--- config.mk ---
export PLATFORM = sky130hd
export DESIGN_NAME = pdt_down_timer
export DESIGN_NICKNAME = d
export VERILOG_FILES = /design/src/pdt_pkg.sv /design/src/pdt_down_timer.sv
export SDC_FILE = /design/constraint.sdc
export NUM_CORES = 1
export LEC_CHECK = 0
export BUFFER_PORTS_ARGS = -buffer_cell sky130_fd_sc_hd__buf_2
export CELL_PAD_IN_SITES_DETAIL_PLACEMENT = 0
export CELL_PAD_IN_SITES_GLOBAL_PLACEMENT = 1
export CORE_UTILIZATION = 35
export DETAILED_ROUTE_END_ITERATION = 6
export GPL_ROUTABILITY_DRIVEN = 0
export PLACE_DENSITY = 0.82
export SETUP_SLACK_MARGIN = 0.02
export SYNTH_ARGS = -nofsm -noshare
export SYNTH_HDL_FRONTEND = slang
export SYNTH_SLANG_ARGS = --single-unit
--- constraint.sdc ---
create_clock -name ref_clk -period 3.2 [get_ports ref_clk]
set_input_delay 0.16 -clock ref_clk [delete_from_list [all_inputs] [get_ports ref_clk]]
set_output_delay 0.16 -clock ref_clk [all_outputs]
set_load 0.02 [all_outputs]
--- src/pdt_pkg.sv ---
// package for the presettable down timer channel
// assumes one 25 MHz ref_clk domain and an apb register port
package pdt_pkg;
  // -------------------------------------------------------------------
  // register byte addresses
  // -------------------------------------------------------------------
  localparam logic [11:0] ADDR_CLK = 12'h000;
  localparam logic [11:0] ADDR_MOD = 12'h004;
  localparam logic [11:0] ADDR_CTL = 12'h008;
  localparam logic [11:0] ADDR_RLD = 12'h00C;
  localparam logic [11:0] ADDR_CNT = 12'h010;
  localparam logic [11:0] ADDR_FLG = 12'h014;
  localparam logic [11:0] ADDR_IEN = 12'h018;
  // -------------------------------------------------------------------
  // field positions
  // -------------------------------------------------------------------
  localparam int DBG_RUN_BIT = 8;
  localparam int PRESCALE_LSB = 4;
  localparam int SOURCE_LSB = 0;
  localparam int ONESHOT_BIT = 0;
  localparam int RUN_BIT = 8;
  localparam int PRESET_BIT = 1;
  localparam int ENABLE_BIT = 0;
  localparam int FLAG_BIT = 0;
  localparam int IEN_BIT = 0;
  // -------------------------------------------------------------------
  // reset values and encodings
  // -------------------------------------------------------------------
  localparam logic [15:0] RELOAD_RST = 16'hFFFF;
  localparam logic [15:0] COUNT_RST = 16'hFFFF;
  localparam logic [1:0] SRC_INTERNAL_OSC = 2'h0;
  localparam logic [1:0] SRC_LOSC = 2'h1;
  localparam logic [1:0] SRC_HOSC = 2'h2;
  localparam logic [1:0] SRC_EXT = 2'h3;
  localparam logic [3:0] PRESCALE_MAX = 4'hF;
  // clock control fields carried together
  typedef struct packed {
    logic debugRun;
    logic [3:0] prescaleSel;
    logic [1:0] sourceSel;
  } pdt_clk_s;
endpackage

--- src/pdt_down_timer.sv ---
// one channel of the presettable 16-bit down timer with apb registers
// assumes source clocks and event input arrive as async pins, synced here
`timescale 1ns/10ps
module pdt_down_timer #(
  parameter bit HAS_EVENT = 1'b1,
  parameter bit HAS_LOSC = 1'b1,
  parameter bit HAS_HOSC = 1'b1,
  parameter bit HAS_EXT = 1'b1
) (
  // clock and reset
  input wire logic ref_clk,
  input wire logic rst_n,
  // apb slave
  input wire logic psel,
  input wire logic penable,
  input wire logic pwrite,
  input wire logic [11:0] paddr,
  input wire logic [31:0] pwdata,
  output logic [31:0] prdata,
  output logic pready,
  output logic pslverr,
  // clock sources, event pin and debug state
  input wire logic internalOsc,
  input wire logic lowSpeedOsc,
  input wire logic highSpeedOsc,
  input wire logic extOscClock,
  input wire logic eventInput,
  input wire logic debugMode,
  // interrupt request
  output logic underflowIrq
);
  // -------------------------------------------------------------------
  // registers and helpers
  // -------------------------------------------------------------------
  pdt_pkg::pdt_clk_s clkCfg_r;
  logic oneshotSel_r, runBit_r, presetBit_r, channelEnable_r;
  logic [15:0] reloadVal_r, countVal_r;
  logic underflowFlagBit_r, underflowIrqEn_r;
  logic [3:0] srcMeta_r, srcSync_r, srcPrev_r;
  logic [14:0] divCnt_r;
  logic wrEn, rdEn, srcTick, tick, underflow, presetDo, clkOn;

  // decode a write hitting a given address
  function automatic logic hit(input logic [11:0] a, input logic [11:0] ref_a);
    hit = (a == ref_a);
  endfunction

  assign pready = 1'b1;
  assign pslverr = 1'b0;
  assign wrEn = psel && penable && pwrite;
  assign rdEn = psel && !pwrite;

  // -------------------------------------------------------------------
  // source synchronisers, two flops each
  // -------------------------------------------------------------------
  always_ff @(posedge ref_clk or negedge rst_n) begin
    if (!rst_n) begin
      srcMeta_r <= 4'h0;
      srcSync_r <= 4'h0;
      srcPrev_r <= 4'h0;
    end else begin
      srcMeta_r <= {(HAS_EVENT ? eventInput : extOscClock), highSpeedOsc, lowSpeedOsc,
                    internalOsc};
      srcSync_r <= srcMeta_r;
      srcPrev_r <= srcSync_r;
    end
  end

  // rising edge of selected source, unimplemented sources never tick
  always_comb begin
    case (clkCfg_r.sourceSel)
      pdt_pkg::SRC_INTERNAL_OSC: srcTick = srcSync_r[0] & ~srcPrev_r[0];
      pdt_pkg::SRC_LOSC: srcTick = HAS_LOSC & srcSync_r[1] & ~srcPrev_r[1];
      pdt_pkg::SRC_HOSC: srcTick = HAS_HOSC & srcSync_r[2] & ~srcPrev_r[2];
      pdt_pkg::SRC_EXT: srcTick = HAS_EXT & srcSync_r[3] & ~srcPrev_r[3];
      default: srcTick = 1'b0;
    endcase
  end

  // operating clock gate: enable and debug hold
  assign clkOn = channelEnable_r && (!debugMode || clkCfg_r.debugRun);

  // -------------------------------------------------------------------
  // power-of-two prescaler, tick when low bits all ones
  // -------------------------------------------------------------------
  always_ff @(posedge ref_clk or negedge rst_n) begin
    if (!rst_n) begin
      divCnt_r <= 15'h0000;
    end else if (clkOn && srcTick) begin
      divCnt_r <= divCnt_r + 15'h0001;
    end
  end

  // tick mask: bits below the selected power must be all ones
  always_comb begin
    logic [14:0] mask;
    mask = 15'h0000;
    mask = 15'(16'h0001 << clkCfg_r.prescaleSel) - 15'h0001;
    if (clkCfg_r.prescaleSel == pdt_pkg::PRESCALE_MAX) begin
      mask = 15'h7FFF;
    end
    tick = clkOn && srcTick && ((divCnt_r & mask) == mask);
  end

  // underflow on the tick after zero: period is reload plus one ticks
  assign underflow = tick && runBit_r && (countVal_r == 16'h0000);
  assign presetDo = presetBit_r && clkOn;

  // -------------------------------------------------------------------
  // configuration registers
  // -------------------------------------------------------------------
  always_ff @(posedge ref_clk or negedge rst_n) begin
    if (!rst_n) begin
      clkCfg_r <= '0;
      oneshotSel_r <= 1'b0;
      reloadVal_r <= pdt_pkg::RELOAD_RST;
      underflowIrqEn_r <= 1'b0;
      channelEnable_r <= 1'b0;
    end else if (wrEn) begin
      if (hit(paddr, pdt_pkg::ADDR_CLK)) begin
        clkCfg_r.debugRun <= pwdata[pdt_pkg::DBG_RUN_BIT];
        clkCfg_r.prescaleSel <= pwdata[pdt_pkg::PRESCALE_LSB +: 4];
        clkCfg_r.sourceSel <= pwdata[pdt_pkg::SOURCE_LSB +: 2];
      end
      if (hit(paddr, pdt_pkg::ADDR_MOD)) begin
        oneshotSel_r <= pwdata[pdt_pkg::ONESHOT_BIT];
      end
      if (hit(paddr, pdt_pkg::ADDR_RLD)) begin
        reloadVal_r <= pwdata[15:0];
      end
      if (hit(paddr, pdt_pkg::ADDR_IEN)) begin
        underflowIrqEn_r <= pwdata[pdt_pkg::IEN_BIT];
      end
      if (hit(paddr, pdt_pkg::ADDR_CTL)) begin
        channelEnable_r <= pwdata[pdt_pkg::ENABLE_BIT];
      end
    end
  end

  // -------------------------------------------------------------------
  // run bit: software start/stop, one-shot auto clear
  // -------------------------------------------------------------------
  always_ff @(posedge ref_clk or negedge rst_n) begin
    if (!rst_n) begin
      runBit_r <= 1'b0;
    end else if (underflow && oneshotSel_r) begin
      runBit_r <= 1'b0;
    end else if (wrEn && hit(paddr, pdt_pkg::ADDR_CTL)) begin
      runBit_r <= pwdata[pdt_pkg::RUN_BIT];
    end
  end

  // preset request, held until the gated clock performs it
  always_ff @(posedge ref_clk or negedge rst_n) begin
    if (!rst_n) begin
      presetBit_r <= 1'b0;
    end else if (wrEn && hit(paddr, pdt_pkg::ADDR_CTL) && pwdata[pdt_pkg::PRESET_BIT]) begin
      presetBit_r <= 1'b1;
    end else if (presetDo) begin
      presetBit_r <= 1'b0;
    end
  end

  // -------------------------------------------------------------------
  // down counter
  // -------------------------------------------------------------------
  always_ff @(posedge ref_clk or negedge rst_n) begin
    if (!rst_n) begin
      countVal_r <= pdt_pkg::COUNT_RST;
    end else if (presetDo || underflow) begin
      countVal_r <= reloadVal_r;
    end else if (tick && runBit_r) begin
      countVal_r <= countVal_r - 16'h0001;
    end
  end

  // underflow flag: set wins over clear
  always_ff @(posedge ref_clk or negedge rst_n) begin
    if (!rst_n) begin
      underflowFlagBit_r <= 1'b0;
    end else if (underflow) begin
      underflowFlagBit_r <= 1'b1;
    end else if (wrEn && hit(paddr, pdt_pkg::ADDR_FLG) && pwdata[pdt_pkg::FLAG_BIT]) begin
      underflowFlagBit_r <= 1'b0;
    end
  end

  assign underflowIrq = underflowFlagBit_r && underflowIrqEn_r;

  // -------------------------------------------------------------------
  // read mux, reserved bits zero
  // -------------------------------------------------------------------
  always_comb begin
    prdata = 32'h0000_0000;
    if (rdEn) begin
      case (paddr)
        pdt_pkg::ADDR_CLK: begin
          prdata[pdt_pkg::DBG_RUN_BIT] = clkCfg_r.debugRun;
          prdata[pdt_pkg::PRESCALE_LSB +: 4] = clkCfg_r.prescaleSel;
          prdata[pdt_pkg::SOURCE_LSB +: 2] = clkCfg_r.sourceSel;
        end
        pdt_pkg::ADDR_MOD: prdata[pdt_pkg::ONESHOT_BIT] = oneshotSel_r;
        pdt_pkg::ADDR_CTL: begin
          prdata[pdt_pkg::RUN_BIT] = runBit_r;
          prdata[pdt_pkg::PRESET_BIT] = presetBit_r;
          prdata[pdt_pkg::ENABLE_BIT] = channelEnable_r;
        end
        pdt_pkg::ADDR_RLD: prdata[15:0] = reloadVal_r;
        pdt_pkg::ADDR_CNT: prdata[15:0] = countVal_r;
        pdt_pkg::ADDR_FLG: prdata[pdt_pkg::FLAG_BIT] = underflowFlagBit_r;
        pdt_pkg::ADDR_IEN: prdata[pdt_pkg::IEN_BIT] = underflowIrqEn_r;
        default: prdata = 32'h0000_0000;
      endcase
    end
  end

  // -------------------------------------------------------------------
  // assertions
  // -------------------------------------------------------------------
  a_oneshot_stop: assert property (@(posedge ref_clk) disable iff (!rst_n)
    (underflow && oneshotSel_r) |=> (!runBit_r && countVal_r == $past(reloadVal_r)))
    else $error("one-shot underflow did not stop and reload");
  a_flag_set: assert property (@(posedge ref_clk) disable iff (!rst_n)
    underflow |=> underflowFlagBit_r)
    else $error("underflow flag not set");
  a_flag_clear: assert property (@(posedge ref_clk) disable iff (!rst_n)
    (wrEn && paddr == pdt_pkg::ADDR_FLG && pwdata[0] && !underflow) |=> !underflowFlagBit_r)
    else $error("underflow flag not cleared by write one");
  a_irq_gate: assert property (@(posedge ref_clk) disable iff (!rst_n)
    (underflow && underflowIrqEn_r && !(wrEn && paddr == pdt_pkg::ADDR_IEN)) |=> underflowIrq)
    else $error("interrupt not raised on enabled underflow");
  a_debug_hold: assert property (@(posedge ref_clk) disable iff (!rst_n)
    (debugMode && !clkCfg_r.debugRun) |=> $stable(countVal_r))
    else $error("counter moved in debug mode");
  a_repeat_reload: assert property (@(posedge ref_clk) disable iff (!rst_n)
    (underflow && !oneshotSel_r && !(wrEn && paddr == pdt_pkg::ADDR_CTL))
      |=> (runBit_r && countVal_r == $past(reloadVal_r)))
    else $error("repeat underflow did not reload");
  a_count_down: assert property (@(posedge ref_clk) disable iff (!rst_n)
    (tick && runBit_r && !presetDo && countVal_r != 16'h0000)
      |=> countVal_r == $past(countVal_r) - 16'h0001)
    else $error("counter did not decrement");
  a_hold_idle: assert property (@(posedge ref_clk) disable iff (!rst_n)
    (!runBit_r && !presetBit_r) |=> $stable(countVal_r))
    else $error("counter moved while stopped");
  a_preset_load: assert property (@(posedge ref_clk) disable iff (!rst_n)
    (presetDo && !(wrEn && paddr == pdt_pkg::ADDR_CTL))
      |=> (!presetBit_r && countVal_r == $past(reloadVal_r)))
    else $error("preset did not load reload value");
  a_enable_gate: assert property (@(posedge ref_clk) disable iff (!rst_n)
    !channelEnable_r |-> !tick)
    else $error("tick without channel enable");

  // -------------------------------------------------------------------
  // register write and read checks
  // -------------------------------------------------------------------
  // mode bit follows a write to the mode register
  a_mode_write: assert property (@(posedge ref_clk) disable iff (!rst_n)
    (wrEn && paddr == pdt_pkg::ADDR_MOD) |=> oneshotSel_r == $past(pwdata[0]))
    else $error("mode bit not written");
  // counter read shows the live counter in the low half
  a_count_read: assert property (@(posedge ref_clk) disable iff (!rst_n)
    (rdEn && paddr == pdt_pkg::ADDR_CNT) |-> prdata == {16'h0000, countVal_r})
    else $error("counter read wrong");
  // run bit follows software when no underflow competes
  a_run_write: assert property (@(posedge ref_clk) disable iff (!rst_n)
    (wrEn && paddr == pdt_pkg::ADDR_CTL && !underflow) |=> runBit_r == $past(pwdata[8]))
    else $error("run bit not written");
  // run bit holds without a write or an underflow
  a_run_hold: assert property (@(posedge ref_clk) disable iff (!rst_n)
    (!(wrEn && paddr == pdt_pkg::ADDR_CTL) && !underflow) |=> $stable(runBit_r))
    else $error("run bit moved by itself");
  // reload register takes the written low half
  a_reload_write: assert property (@(posedge ref_clk) disable iff (!rst_n)
    (wrEn && paddr == pdt_pkg::ADDR_RLD) |=> reloadVal_r == $past(pwdata[15:0]))
    else $error("reload value not written");
  // interrupt enable follows its write
  a_ien_write: assert property (@(posedge ref_clk) disable iff (!rst_n)
    (wrEn && paddr == pdt_pkg::ADDR_IEN) |=> underflowIrqEn_r == $past(pwdata[0]))
    else $error("interrupt enable not written");
  // no request while the enable is low
  a_irq_mask: assert property (@(posedge ref_clk) disable iff (!rst_n)
    !underflowIrqEn_r |-> !underflowIrq)
    else $error("interrupt raised while disabled");
  // flag holds without an event or a clear write
  a_flag_hold: assert property (@(posedge ref_clk) disable iff (!rst_n)
    (!underflow && !(wrEn && paddr == pdt_pkg::ADDR_FLG)) |=> $stable(underflowFlagBit_r))
    else $error("underflow flag moved by itself");
  // underflow only from zero while running
  a_underflow_zero: assert property (@(posedge ref_clk) disable iff (!rst_n)
    underflow |-> (countVal_r == 16'h0000 && runBit_r))
    else $error("underflow from nonzero count");
  // every tick rides on an edge of the selected source
  a_tick_source: assert property (@(posedge ref_clk) disable iff (!rst_n)
    tick |-> srcTick)
    else $error("tick without source edge");
  // prescale and source fields follow a clock register write
  a_clk_write: assert property (@(posedge ref_clk) disable iff (!rst_n)
    (wrEn && paddr == pdt_pkg::ADDR_CLK)
      |=> (clkCfg_r.prescaleSel == $past(pwdata[7:4]) && clkCfg_r.sourceSel == $past(pwdata[1:0])))
    else $error("clock fields not written");
  // preset stays pending while the operating clock is off
  a_preset_pend: assert property (@(posedge ref_clk) disable iff (!rst_n)
    (presetBit_r && !clkOn) |=> presetBit_r)
    else $error("preset dropped without clock");
  // upper half of every read is zero
  a_reserved_zero: assert property (@(posedge ref_clk) disable iff (!rst_n)
    rdEn |-> prdata[31:16] == 16'h0000)
    else $error("reserved bits not zero");
endmodule

# ---- Word-level counts from Yosys, hierarchy flattened
# Cells that the tools add are included.
dict set report totals {
  register_bits 72
  in_bits 55
  output_inout_bits 35
  word_cells 87
}
dict set report op_classes {
  addsub 3
  eq_ne 11
  shift 1
  mux 17
  n_bitwise 9
  reduce_logical 31
}
# cell n
set op_table {}
lappend op_table {{$mux 16} 3}
lappend op_table {{$eq 12x5->1 const B} 3}
lappend op_table {{$eq 12x4->1 const B} 2}
lappend op_table {{$logic_not 16->1} 1}
lappend op_table {{$sub 16x1->16 const B} 1}
lappend op_table {{$add 15x1->15 const B} 1}
lappend op_table {{$and 15x15->15} 1}
lappend op_table {{$eq 15x15->1} 1}
lappend op_table {{$logic_and 1x1->1} 15}
lappend op_table {{$mux 15} 1}
lappend op_table {{$shl 1x4->15 const A} 1}
lappend op_table {{$sub 15x1->15 const B} 1}
lappend op_table {{$pmux 7 s2} 1}
lappend op_table {{$eq 12x3->1 const B} 1}
lappend op_table {{$logic_not 12->1} 1}
lappend op_table {{$pmux 1 s4} 3}
lappend op_table {{$pmux 4 s3} 1}
lappend op_table {{$reduce_and 2->1} 5}
lappend op_table {{$reduce_bool 2->1} 4}
lappend op_table {{$pmux 1 s7} 1}
lappend op_table {{$mux 1} 6}
lappend op_table {{$and 1x1->1} 4}
lappend op_table {{$eq 2x2->1 const B} 2}
lappend op_table {{$eq 4x4->1 const B} 1}
lappend op_table {{6 further kinds} 11}

# ---- Depth between registers and ports, before layout
# Gate-level depths: netlist (run 1).
dict set report depth {
  depth_word 10
  mapped_depth 15
  mapped_depth_nobuf 10
}

# ---- Worst setup path after synthesis (run 1)
# OpenSTA, ideal clock, no wires.
dict set report synth_timing {
  path_kind {register -> register}
  startpoint {register clkCfg_r[3] in the netlist's numbering}
  endpoint {register countVal_r[15]}
  setup_time_ns 0.083
  arrival_time_ns 3.027
  required_ns 3.117
  slack_ns 0.089
  path_stages_with_launch 15
  n_path_buf 4
  period_less_slack_ns 3.111
  path_cell_list {dfrtp_1 buf_2 buf_2 nor2_1 nand2_1 ha_1 nor2_1 xnor2_1 nor3_1 or4b_1 buf_2 or2_1 buf_2 o31a_1 o32a_1}
}
dict set report synth_via {
  elab_chain_len 10
  word_cells_on_any_way 12
  classes_between {add/sub (1); eq/ne (2); shift (1); mux (2); bitwise (1); reduce/logical (5)}
}
# element line_no
set synth_lines {}
lappend synth_lines {{from (decl)} pdt_down_timer.sv:35} ;# pdt_pkg::pdt_clk_s clkCfg_r;
lappend synth_lines {{$shl 1x4->15} pdt_down_timer.sv:98} ;# mask = 15'(16'h0001 << clkCfg_r.prescaleSel) - 15'h0001;
lappend synth_lines {{$sub 15x1->15} pdt_down_timer.sv:98}
lappend synth_lines {{$mux 15 *} pdt_down_timer.sv:99} ;# if (clkCfg_r.prescaleSel == pdt_pkg::PRESCALE_MAX) begin
lappend synth_lines {{$and 15x15->15} pdt_down_timer.sv:102} ;# tick = clkOn && srcTick && ((divCnt_r & mask) == mask);
lappend synth_lines {{$eq 15x15->1 *} pdt_down_timer.sv:102}
lappend synth_lines {{$logic_and 1x1->1 *} pdt_down_timer.sv:102}
lappend synth_lines {{$logic_and 1x1->1 *} {pdt_down_timer.sv:106, pdt_down_timer.sv:172}}
lappend synth_lines {{$logic_and 1x1->1} pdt_down_timer.sv:106} ;# assign underflow = tick && runBit_r && (countVal_r == 16'h0000);
lappend synth_lines {{$logic_or 1x1->1} pdt_down_timer.sv:170} ;# end else if (presetDo || underflow) begin
lappend synth_lines {{$mux 16 or $reduce_bool 2->1 (tied branches)} n/a}
lappend synth_lines {{to (signal assigned)} pdt_down_timer.sv:169} ;# countVal_r <= pdt_pkg::COUNT_RST;
lappend synth_lines {{to (signal assigned)} pdt_down_timer.sv:171} ;# countVal_r <= reloadVal_r;
lappend synth_lines {{to (signal assigned)} pdt_down_timer.sv:173} ;# countVal_r <= countVal_r - 16'h0001;
lappend synth_lines {{to (decl)} pdt_down_timer.sv:37} ;# logic [15:0] reloadVal_r, countVal_r;
# Mark *: on every way between the ends. The rest lies on a longest branch, timed or not.
# A chain may end at the register's enable or synchronous reset.

# ---- Worst setup path in the final report (run 1)
dict set report layout_timing {
  startpoint {register clkCfg_r[5] in the netlist's numbering}
  endpoint {register countVal_r[15]}
}
# Same word-level chain as after synthesis.

==> summary.md, run 1 <==
| Metric | Value |
|---|---|
| Outcome | complete, no violations |
| Syn_area_per_cell | 9.93 µm² |
| Global Route Usage Sum | 17.0% |
| VDD IR max | 0.278 mV |
| Initial antenna violation count | 0 |
| Startpoint types | flop |
| H-Tree Depth | 3 |
| FFs w/ async S/R, synth | 100% |
| Slew Limit Fails | 0 |
| Synth warn | 0 |
| Global routing's busiest layer | met2 |
| WS Path Type | flop to flop |
| Antenna cells | 0 |
| CP max stage cell | or4b_1 |
| Clock Pin Slew Worst Setup and Hold Paths | 0.06 ns |
| Actual slew at the worst max-slew pin | 0.723 ns |
| Nature of the critical path endpoint | flop |
| EDFF count, synth | 0 |
| Fillers | 1075 |
| Drt drc | 0 |
| Layout cells sized above 1 | 33.7% |
| Launch point of the worst path | clkCfg_r[5] |
| Top post-synthesis cells by area | dfrtp_1 24%, dfstp_2 20%, mux2_2 7.3%, nor2_1 3.7%, buf_4 3.4% |
| Via density | 5.39 |
| Share of the synthesized area in the top cell type | 24.1% |
| Met3 usage | 3.12% |
| Hold Fails Final Rpt | 0 |
| Routed Antenna Nets | 0 |
| RSZ-0062 raised after global routing | true |
| CP cell instances | nor2_2, nand3_1, ha_1, buf_4, o31ai_2, a221oi_1, or4b_1, or2_1, o31a_1, o32a_1 |
| #FFs+latches synth | 72 |
| Min-Delay Path Class | primary input to flop |
| CTS sink cnt | 72 |
| Tot Pwr | 2040 µW |
| R2R Path End | countVal_r[15] |
| Total negative setup slack | 0 ns |
| Met2 usage | 26.3% |
| Number of core rows | 39 |
| Fin nets | 545 |
| Worst reg2reg startpoint | clkCfg_r[5] |
| Largest net degree at the start of global routing | 43 |
| Gr ovfl total | 0 |
| Final Routed Wirelength | 10.0 mm |
| First-pass GRT wire length | 16.8 mm |
| Setup violations, final | 0 |
| Flop2flop setup slack | 0.19 ns |
| Initial Util | 36.2% |
| Grt met1 use | 24.1% |
| Predominant post-synthesis flop cell | dfrtp_1 |
| Seq/Total Area, Yosys | 44.4% |
| Clock Tree Buf Depth | 2 |
| Port Buf Inserts | 54 |
| Synthesized instance count | 418 |
| Final WS setup | 0.192 ns |
| Clk Latency, worst-skew pair | 0.33 ns |
| Total die area | 0.0123 mm² |
| DRT Pass-1 Iters | 5 |
| Yosys cell types | 63 |
| CTS tree | built |
| Fin Clk Skew | 0.00752 ns |
| Worst r2r path cells | 10 |
| Core box area | 0.0115 mm² |
| Die Wd | 111 µm |
| Hold Path Origin | pwdata[14] |
| Die Y-Extent | 111 µm |
| Vias in the first global route | 3338 |
| DRT iter0 DRCs | 283 |
| Worst path max stage delay | 0.64 ns |
| Max FO, Critical Path | 10 |
| Crit path capture | countVal_r[15] |
| Final Core Density | 43.5% |
| Max cap viols | 0 |
| Root buf cell | clkbuf_16 |
| Vias | 3425 |
| PD cells | 410 mW/mm² |
| Leak Pwr | 0.00220 µW |
| Max-slew headroom | 51.8% |
| CP Data Arrival Time | 3.26 ns |
| Post-Place Worst Slack | 0.175 ns |
| Cell taking the most area after synthesis | dfrtp_1 |
| Max Clock Freq | 332 MHz |
| Minimum clock period | 3.01 ns |
| Mapped Area | 0.00415 mm² |
| Layout area overhead | 20.1% |
| Post-DP HPWL | 7.45 mm |
| IO Pins | 90 |
| Final Cycle Share | 94.0% |
| Routed len/inst | 15.8 µm |
| CTS buffer count | 9 |
| Data required time of the worst path | 3.46 ns |
[per-layer routing]
layer	vias to the layer above	share of wire [%]
li1	1637	-
met1	1664	47
met2	113	46
met3	11	5.6
met4	0	1.1
met5	-	0
[worst max-delay path, delay by kind of cell (launching register included)]
kind / cells / cell delay, ns
AO/OA/AOI/OAI: 4 / 0.81
adder cells (fa/ha/maj): 1 / 0.24
buffers and inverters: 1 / 0.19
flip-flops: 1 / 0.38
AND/OR/NAND/NOR: 4 / 1.33
[flip-flops by register name (all words and copies together) (netlist names)]
| name | cells |
|---|---|
| oneshotSel_r | 1 |
| srcSync_r | 4 |
| runBit_r | 1 |
| srcPrev_r | 4 |
| countVal_r | 16 |
| clkCfg_r | 7 |
| reloadVal_r | 16 |
| underflowFlagBit_r | 1 |
| srcMeta_r | 4 |
| channelEnable_r | 1 |
| presetBit_r | 1 |
| divCnt_r | 15 |
| underflowIrqEn_r | 1 |
[through the flow]
step	cell area [µm²]	cells	hold slack, ns
3_3_place_gp	4610	613	0.247
5_1_grt	4990	635	0.0567
3_5_place_dp	4610	613	0.259
6_report	4990	635	0.0608
4_1_cts	4970	634	0.0516
2_1_floorplan	4210	434	-0.136
[cell families (layout without fill, tap and decap cells)]
group / Yosys count / after routing / synth area share [%]
AOI/OAI and AO/OA: 84 / 84 / 15.1
xor gates and xnor gates: 19 / 19 / 4.01
adders and majority gates: 3 / 3 / 0.904
buffers and inverters: 53 / 111 / 6.84
DFF: 72 / 72 / 44.4
muxes: 33 / 33 / 8.77
other: 2 / 18 / 0.181
and+or+nand+nor: 152 / 152 / 19.9
[layout make-up]
type / instances / area, µm² / share of cell area (%)
inverters: 12 / 45.0 / 0.903
clock inverters: 2 / 35.0 / 0.703
multi-input cells: 309 / 2100 / 42.1
well taps: 143 / 179 / 3.59
clock buffers: 14 / 275 / 5.52
flip-flops and latches: 72 / 1840 / 36.9
repair buffers: 83 / 513 / 10.3
[cell usage after synthesis (all sizes together) (3+ instances only)]
cell type,count
nand2,25
a2bb2oi,5
a21oi,18
xor2,4
a22oi,14
nor2,42
nand3,13
and3,7
or2,5
dfstp,32
o211a,3
inv,12
mux2i,6
or4,4
nor4,9
nor4b,4
clkbuf,9
or3,4
buf,32
o21ai,8
a31oi,4
nand4,5
a222oi,5
a21boi,3
xnor2,15
dfrtp,40
nor3b,3
mux2,27
ha,3
o32a,4
nand2b,5
nor3,15
[worst min-delay path by stage]
| stage | to | cells after the start |
|---|---|---|
| 5_1_grt | reloadVal_r[9] | 2 |
| 2_1_floorplan | channelEnable_r | 0 |
| 6_report | reloadVal_r[14] | 2 |
| 3_3_place_gp | clkCfg_r[1] | 1 |
| 4_1_cts | reloadVal_r[14] | 2 |
| 3_5_place_dp | clkCfg_r[1] | 1 |
[cells in the final DEF (no fill, tap or decap), types with 4 or more instances in the layout]
master / count
xor2_1: 4
nand4_1: 5
xnor2_1: 15
nand2b_1: 5
nor3_1: 13
a222oi_1: 5
buf_2: 54
a22oi_1: 14
a21oi_1: 17
dlygate4sd3_1: 5
conb_1: 18
a31oi_1: 4
nor4_1: 6
mux2i_1: 6
and3_1: 7
o21ai_0: 8
nand2_1: 25
a2bb2oi_1: 5
mux2_2: 27
clkbuf_16: 10
or3_1: 4
nor2_1: 41
buf_4: 23
dfrtp_1: 40
dfstp_2: 32
inv_1: 12
or4_1: 4
o32a_1: 4
nand3_1: 13
[where the power goes]
group | internal, µW | total [µW] | switching [µW]
Combinational | 28.5 | 85.7 | 57.2
Sequential | 921 | 924 | 2.91
Clock | 672 | 1030 | 360
Total | 1620 | 2040 | 420
[what timing repair did]
| item | in CTS | in global routing |
|---|---|---|
| buffers inserted | 0 | 1 |
| gates resized for setup | 0 | 2 |
| hold endpoints to repair | 24 | 0 |
| hold buffers | 5 | 0 |
| setup endpoints to repair | 0 | 10 |
Power figures use the tool's default switching activity.
==> inputs of run 2 (changes only) <==
--- a/config.mk
+++ b/config.mk
@@ -5,13 +5,14 @@
 export SDC_FILE = /design/constraint.sdc
 export NUM_CORES = 1
 export LEC_CHECK = 0
-export BUFFER_PORTS_ARGS = -buffer_cell sky130_fd_sc_hd__buf_2
 export CELL_PAD_IN_SITES_DETAIL_PLACEMENT = 0
 export CELL_PAD_IN_SITES_GLOBAL_PLACEMENT = 1
 export CORE_UTILIZATION = 35
 export DETAILED_ROUTE_END_ITERATION = 6
+export DONT_BUFFER_PORTS = 1
 export GPL_ROUTABILITY_DRIVEN = 0
-export PLACE_DENSITY = 0.82
+export PLACE_DENSITY = 0.73
+export REMOVE_ABC_BUFFERS = 1
 export SETUP_SLACK_MARGIN = 0.02
 export SYNTH_ARGS = -nofsm -noshare
 export SYNTH_HDL_FRONTEND = slang
==> summary.md, run 2 (same netlist as run 1, synthesis figures left out) <==
| Metric | Value |
|---|---|
| Outcome | complete, no violations |
| Total die area | 0.0123 mm² |
| Fin nets | 508 |
| Routed len/inst | 16.8 µm |
| Core box area | 0.0115 mm² |
| H-Tree Depth | 3 |
| Net Sw Frac | 21.0% |
| DRT iter0 DRCs | 150 |
| Min Hold Slack | 0.0212 ns |
| Data required time of the worst path | 3.45 ns |
| Initial antenna violation count | 0 |
| Number of core rows | 39 |
| IO Pins | 90 |
| Gr ovfl total | 0 |
| Vias in the first global route | 3216 |
| CTS sink cnt | 72 |
| Hold Fails Final Rpt | 0 |
| Fillers | 1122 |
| Post-Place Worst Slack | 0.0268 ns |
| Clock Tree Buf Depth | 2 |
| CTS tree | built |
| DP Area | 0.00432 mm² |
| Largest net degree at the start of global routing | 73 |
| NetSw | 441 µW |
| CTS buffer count | 9 |
| Max-slew headroom | 50.8% |
| Via density | 5.46 |
| Layout Cell Area excl Fill | 0.00492 mm² |
| Vias | 3268 |
| PD cells | 426 mW/mm² |
| VDD IR max | 0.264 mV |
| Root buf cell | clkbuf_16 |
| First-pass GRT wire length | 16.7 mm |
| Final Routed Wirelength | 10.0 mm |
| Minimum clock period | 2.99 ns |
| Sequential power share | 44.1% |
| Layout area overhead | 18.6% |
| Port Buf Inserts | 0 |
| Min-Delay Path Class | primary input to flop |
| Most frequent cells in the layout | 40 x nor2_1, 40 x dfrtp_1, 32 x dfstp_2 |
| Largest regs | countVal_r: 16 flops, reloadVal_r: 16 flops, divCnt_r: 15 flops |
| Clock Pin Slew Worst Setup and Hold Paths | 0.06 ns |
| Actual slew at the worst max-slew pin | 0.734 ns |
| Clk network pwr share | 52.2% |
| Max cap viols | 0 |
| Setup violations, final | 0 |
| Routed Antenna Nets | 0 |
| Total negative setup slack | 0 ns |
| Antenna cells | 0 |
| Leak Pwr | 0.00204 µW |
| Global Route Usage Sum | 17.1% |
| Initial Util | 36.2% |
| Final Cycle Share | 93.5% |
| Gate power share | 3.7% |
| Layout cells sized above 1 | 26.2% |
| Slew Limit Fails | 0 |
| Startpoint types | flop |
| Max FO, Critical Path | 10 |
| Drt drc | 0 |
| Clk Latency, worst-skew pair | 0.33 ns |
| CP Data Arrival Time | 3.24 ns |
| RSZ-0062 raised after global routing | false |
| DRT Pass-1 Iters | 5 |
| Die Wd | 111 µm |
| Post-DP HPWL | 7.00 mm |
| Internal | 1660 µW |
| Max Clock Freq | 334 MHz |
| Nature of the critical path endpoint | flop |
| Fin Clk Skew | 0.00497 ns |
| Final WS setup | 0.208 ns |
| Die Y-Extent | 111 µm |
| WS Path Type | flop to flop |
run 2: per-stage QoR:
stage               total power (µW)  cells  util (%)
finish                          2100    598      42.9
global route                    2180    598      42.9
CTS                             2130    596      42.7
detailed placement               973    558      37.7
global placement                 972    558      37.7
floorplan                        968    393         -
run 2: worst max-delay path: stages (launching register included):
cell     delay [ns]
dfrtp_1        0.43
nor2_1         0.22
nand2_1        0.09
ha_2           0.26
buf_4          0.17
a21oi_1        0.13
nor3_1         0.08
nor4_1         0.29
nand4_1        0.13
buf_4          0.18
or2_1          0.30
o31a_1         0.32
o32a_1         0.32
run 2: layout make-up:
type / instances / area [µm²] / share of cell area (%)
multi-input cells: 309 / 2110 / 42.8
flip-flops and latches: 72 / 1840 / 37.4
repair buffers: 46 / 418 / 8.49
clock buffers: 10 / 239 / 4.85
well taps: 143 / 179 / 3.63
clock inverters: 6 / 91.3 / 1.86
inverters: 12 / 45.0 / 0.915
run 2: worst paths after layout:
path	start	endpoint	slack, ns	depth (start not counted)
max reg2reg	clkCfg_r[3]	countVal_r[15]	0.21	12
min	pwdata[0]	underflowFlagBit_r	0.02	2
min in group asynchronous	rst_n	underflowFlagBit_r	0.36	2
max	clkCfg_r[3]	countVal_r[15]	0.21	12
min reg2reg	srcMeta_r[1]	srcSync_r[1]	0.35	0
max in group asynchronous	rst_n	countVal_r[10]	2.47	2
run 2: what timing repair did:
item                       4_1_cts  5_1_grt
setup endpoints to repair        3       14
hold endpoints to repair       103        0
pin swaps                        0        1
gates resized for setup          2        3
setup buffers                    0        2
hold buffers                    22        0
run 2: metal layers:
layer	track usage [%]	up-vias	wire length, µm
li1	-	1556	-
met1	21.2	1623	4390
met2	29.3	84	5150
met3	4.26	5	434
met4	4.71	0	55
met5	0	-	0
run 2: power by group through the flow:
stage	combinational, µW	sequential, µW	clock, µW
6_report	78.5	924	1090
5_1_grt	86.6	924	1170
4_1_cts	80.3	924	1130
3_5_place_dp	34.0	939	0
3_3_place_gp	33.5	939	0
2_1_floorplan	29.4	938	0
==> inputs of run 3 (changes only) <==
--- a/config.mk
+++ b/config.mk
@@ -5,15 +5,18 @@
 export SDC_FILE = /design/constraint.sdc
 export NUM_CORES = 1
 export LEC_CHECK = 0
+export CAP_MARGIN = 20
 export CELL_PAD_IN_SITES_DETAIL_PLACEMENT = 0
 export CELL_PAD_IN_SITES_GLOBAL_PLACEMENT = 1
 export CORE_UTILIZATION = 35
+export CTS_BUF_LIST = sky130_fd_sc_hd__clkbuf_4 sky130_fd_sc_hd__clkbuf_8 sky130_fd_sc_hd__clkbuf_16
 export DETAILED_ROUTE_END_ITERATION = 6
 export DONT_BUFFER_PORTS = 1
 export GPL_ROUTABILITY_DRIVEN = 0
 export PLACE_DENSITY = 0.73
 export REMOVE_ABC_BUFFERS = 1
 export SETUP_SLACK_MARGIN = 0.02
+export SKIP_CTS_REPAIR_TIMING = 1
 export SYNTH_ARGS = -nofsm -noshare
 export SYNTH_HDL_FRONTEND = slang
 export SYNTH_SLANG_ARGS = --single-unit
==> summary.md, run 3 (same netlist as run 1, synthesis figures left out) <==
| Metric | Value |
|---|---|
| Initial antenna violation count | 0 |
| Clk Latency, worst-skew pair | 0.33 ns |
| Slew Limit Fails | 0 |
| VDD IR max | 0.264 mV |
| Total negative setup slack | 0 ns |
| Nature of the critical path endpoint | flop |
| Antenna cells | 0 |
| Startpoint types | flop |
| Final Cycle Share | 93.5% |
| DP Area | 0.00432 mm² |
| Max-slew headroom | 51.6% |
| Global Route Usage Sum | 16.7% |
| Layout Cell Area excl Fill | 0.00492 mm² |
| Outcome | complete, no violations |
| CTS tree | built |
| H-Tree Depth | 3 |
| Core box area | 0.0115 mm² |
| First-pass GRT wire length | 16.2 mm |
| Worst reg2reg startpoint | clkCfg_r[3] |
| Fillers | 1121 |
| Layout cells sized above 1 | 26.2% |
| Tot Pwr | 2100 µW |
| Leak Pwr | 0.00204 µW |
| Port Buf Inserts | 0 |
| Routed len/inst | 16.7 µm |
| PD cells | 427 mW/mm² |
| Crit path capture | countVal_r[15] |
| Routed Antenna Nets | 0 |
| Worst r2r path cells | 12 |
| Setup violations, final | 0 |
| Minimum clock period | 2.99 ns |
| Clock Tree Buf Depth | 2 |
| Die Y-Extent | 111 µm |
| Via density | 5.45 |
| RSZ-0062 raised after global routing | false |
| Flop2flop setup slack | 0.21 ns |
| DRT iter0 DRCs | 187 |
| Fin Clk Skew | 0.00429 ns |
| Initial Util | 36.2% |
| Number of core rows | 39 |
| Max cap viols | 0 |
| Root buf cell | clkbuf_16 |
| IO Pins | 90 |
| WS Path Type | flop to flop |
| Largest regs | countVal_r: 16 flops, reloadVal_r: 16 flops, divCnt_r: 15 flops |
| Max Clock Freq | 334 MHz |
| Fin nets | 508 |
| Total die area | 0.0123 mm² |
| CTS buffer count | 9 |
| Actual slew at the worst max-slew pin | 0.722 ns |
| Vias | 3261 |
| Largest net degree at the start of global routing | 73 |
| Hold Fails Final Rpt | 0 |
| Most frequent cells in the layout | 40 x nor2_1, 40 x dfrtp_1, 32 x dfstp_2 |
| Min-Delay Path Class | primary input to flop |
| Die Wd | 111 µm |
| Data required time of the worst path | 3.45 ns |
| CP Data Arrival Time | 3.25 ns |
| Final Routed Wirelength | 10.0 mm |
| Drt drc | 0 |
| DRT Pass-1 Iters | 5 |
| Vias in the first global route | 3092 |
| Gr ovfl total | 0 |
| Max FO, Critical Path | 10 |
| Layout area overhead | 18.6% |
| Clock Pin Slew Worst Setup and Hold Paths | 0.06 ns |
| Post-DP HPWL | 7.00 mm |
| Launch point of the worst path | clkCfg_r[3] |
| CTS sink cnt | 72 |
| R2R Path End | countVal_r[15] |
## run 3: per-stage QoR
step	hold WS [ns]	setup WS [ns]	util (%)	instances
detailed placement	-0.133	0.0268	37.7	558
finish	0.0181	0.208	42.9	598
global route	0.0115	0.0668	42.9	598
floorplan	-0.136	-0.149	-	393
CTS	-0.492	0.0111	40.6	574
global placement	-0.133	0.0148	37.7	558
## run 3: layout make-up
cell class	count	area, µm²	share of cell area (%)
multi-input combinational	309	2110	42.8
clock inverter	6	91.3	1.86
timing repair buffer	46	418	8.49
sequential	72	1840	37.4
inverter	12	45.0	0.915
clock buffer	10	239	4.85
tap	143	179	3.63
## run 3: how the worst min path moves through the flow
stage,start,cells past startpoint,to,slack (ns)
after global routing,pwdata[0],2,underflowFlagBit_r,0.01
after floorplan,rst_n,0,channelEnable_r,-0.14
after detailed placement,rst_n,0,underflowFlagBit_r,-0.13
after CTS,rst_n,0,underflowIrqEn_r,-0.49
after global placement,rst_n,0,underflowFlagBit_r,-0.13
final,pwdata[0],2,underflowFlagBit_r,0.02
## run 3: metal layers
layer | global-route usage, % | vias up | wire length, µm
met2 | 28.2 | 76 | 5080
met5 | 0 | - | 0
li1 | - | 1555 | -
met3 | 4.54 | 7 | 443
met4 | 4.71 | 0 | 89
met1 | 20.8 | 1623 | 4410
## run 3: power breakdown
group          internal (µW)  switching, µW
clock                    707            390
combinational           27.1           51.7
sequential               921           2.92
total                   1660            445
## run 3: worst max-delay path, cell delays in order (launching register included)
cell and delay [ns]:
dfrtp_1 0.43, nor2_1 0.22, nand2_1 0.09, ha_2 0.26, buf_4 0.17, a21oi_1 0.14, nor3_1 0.08, nor4_1 0.29
nand4_1 0.13, buf_4 0.18, or2_1 0.29, o31a_1 0.32, o32a_1 0.32
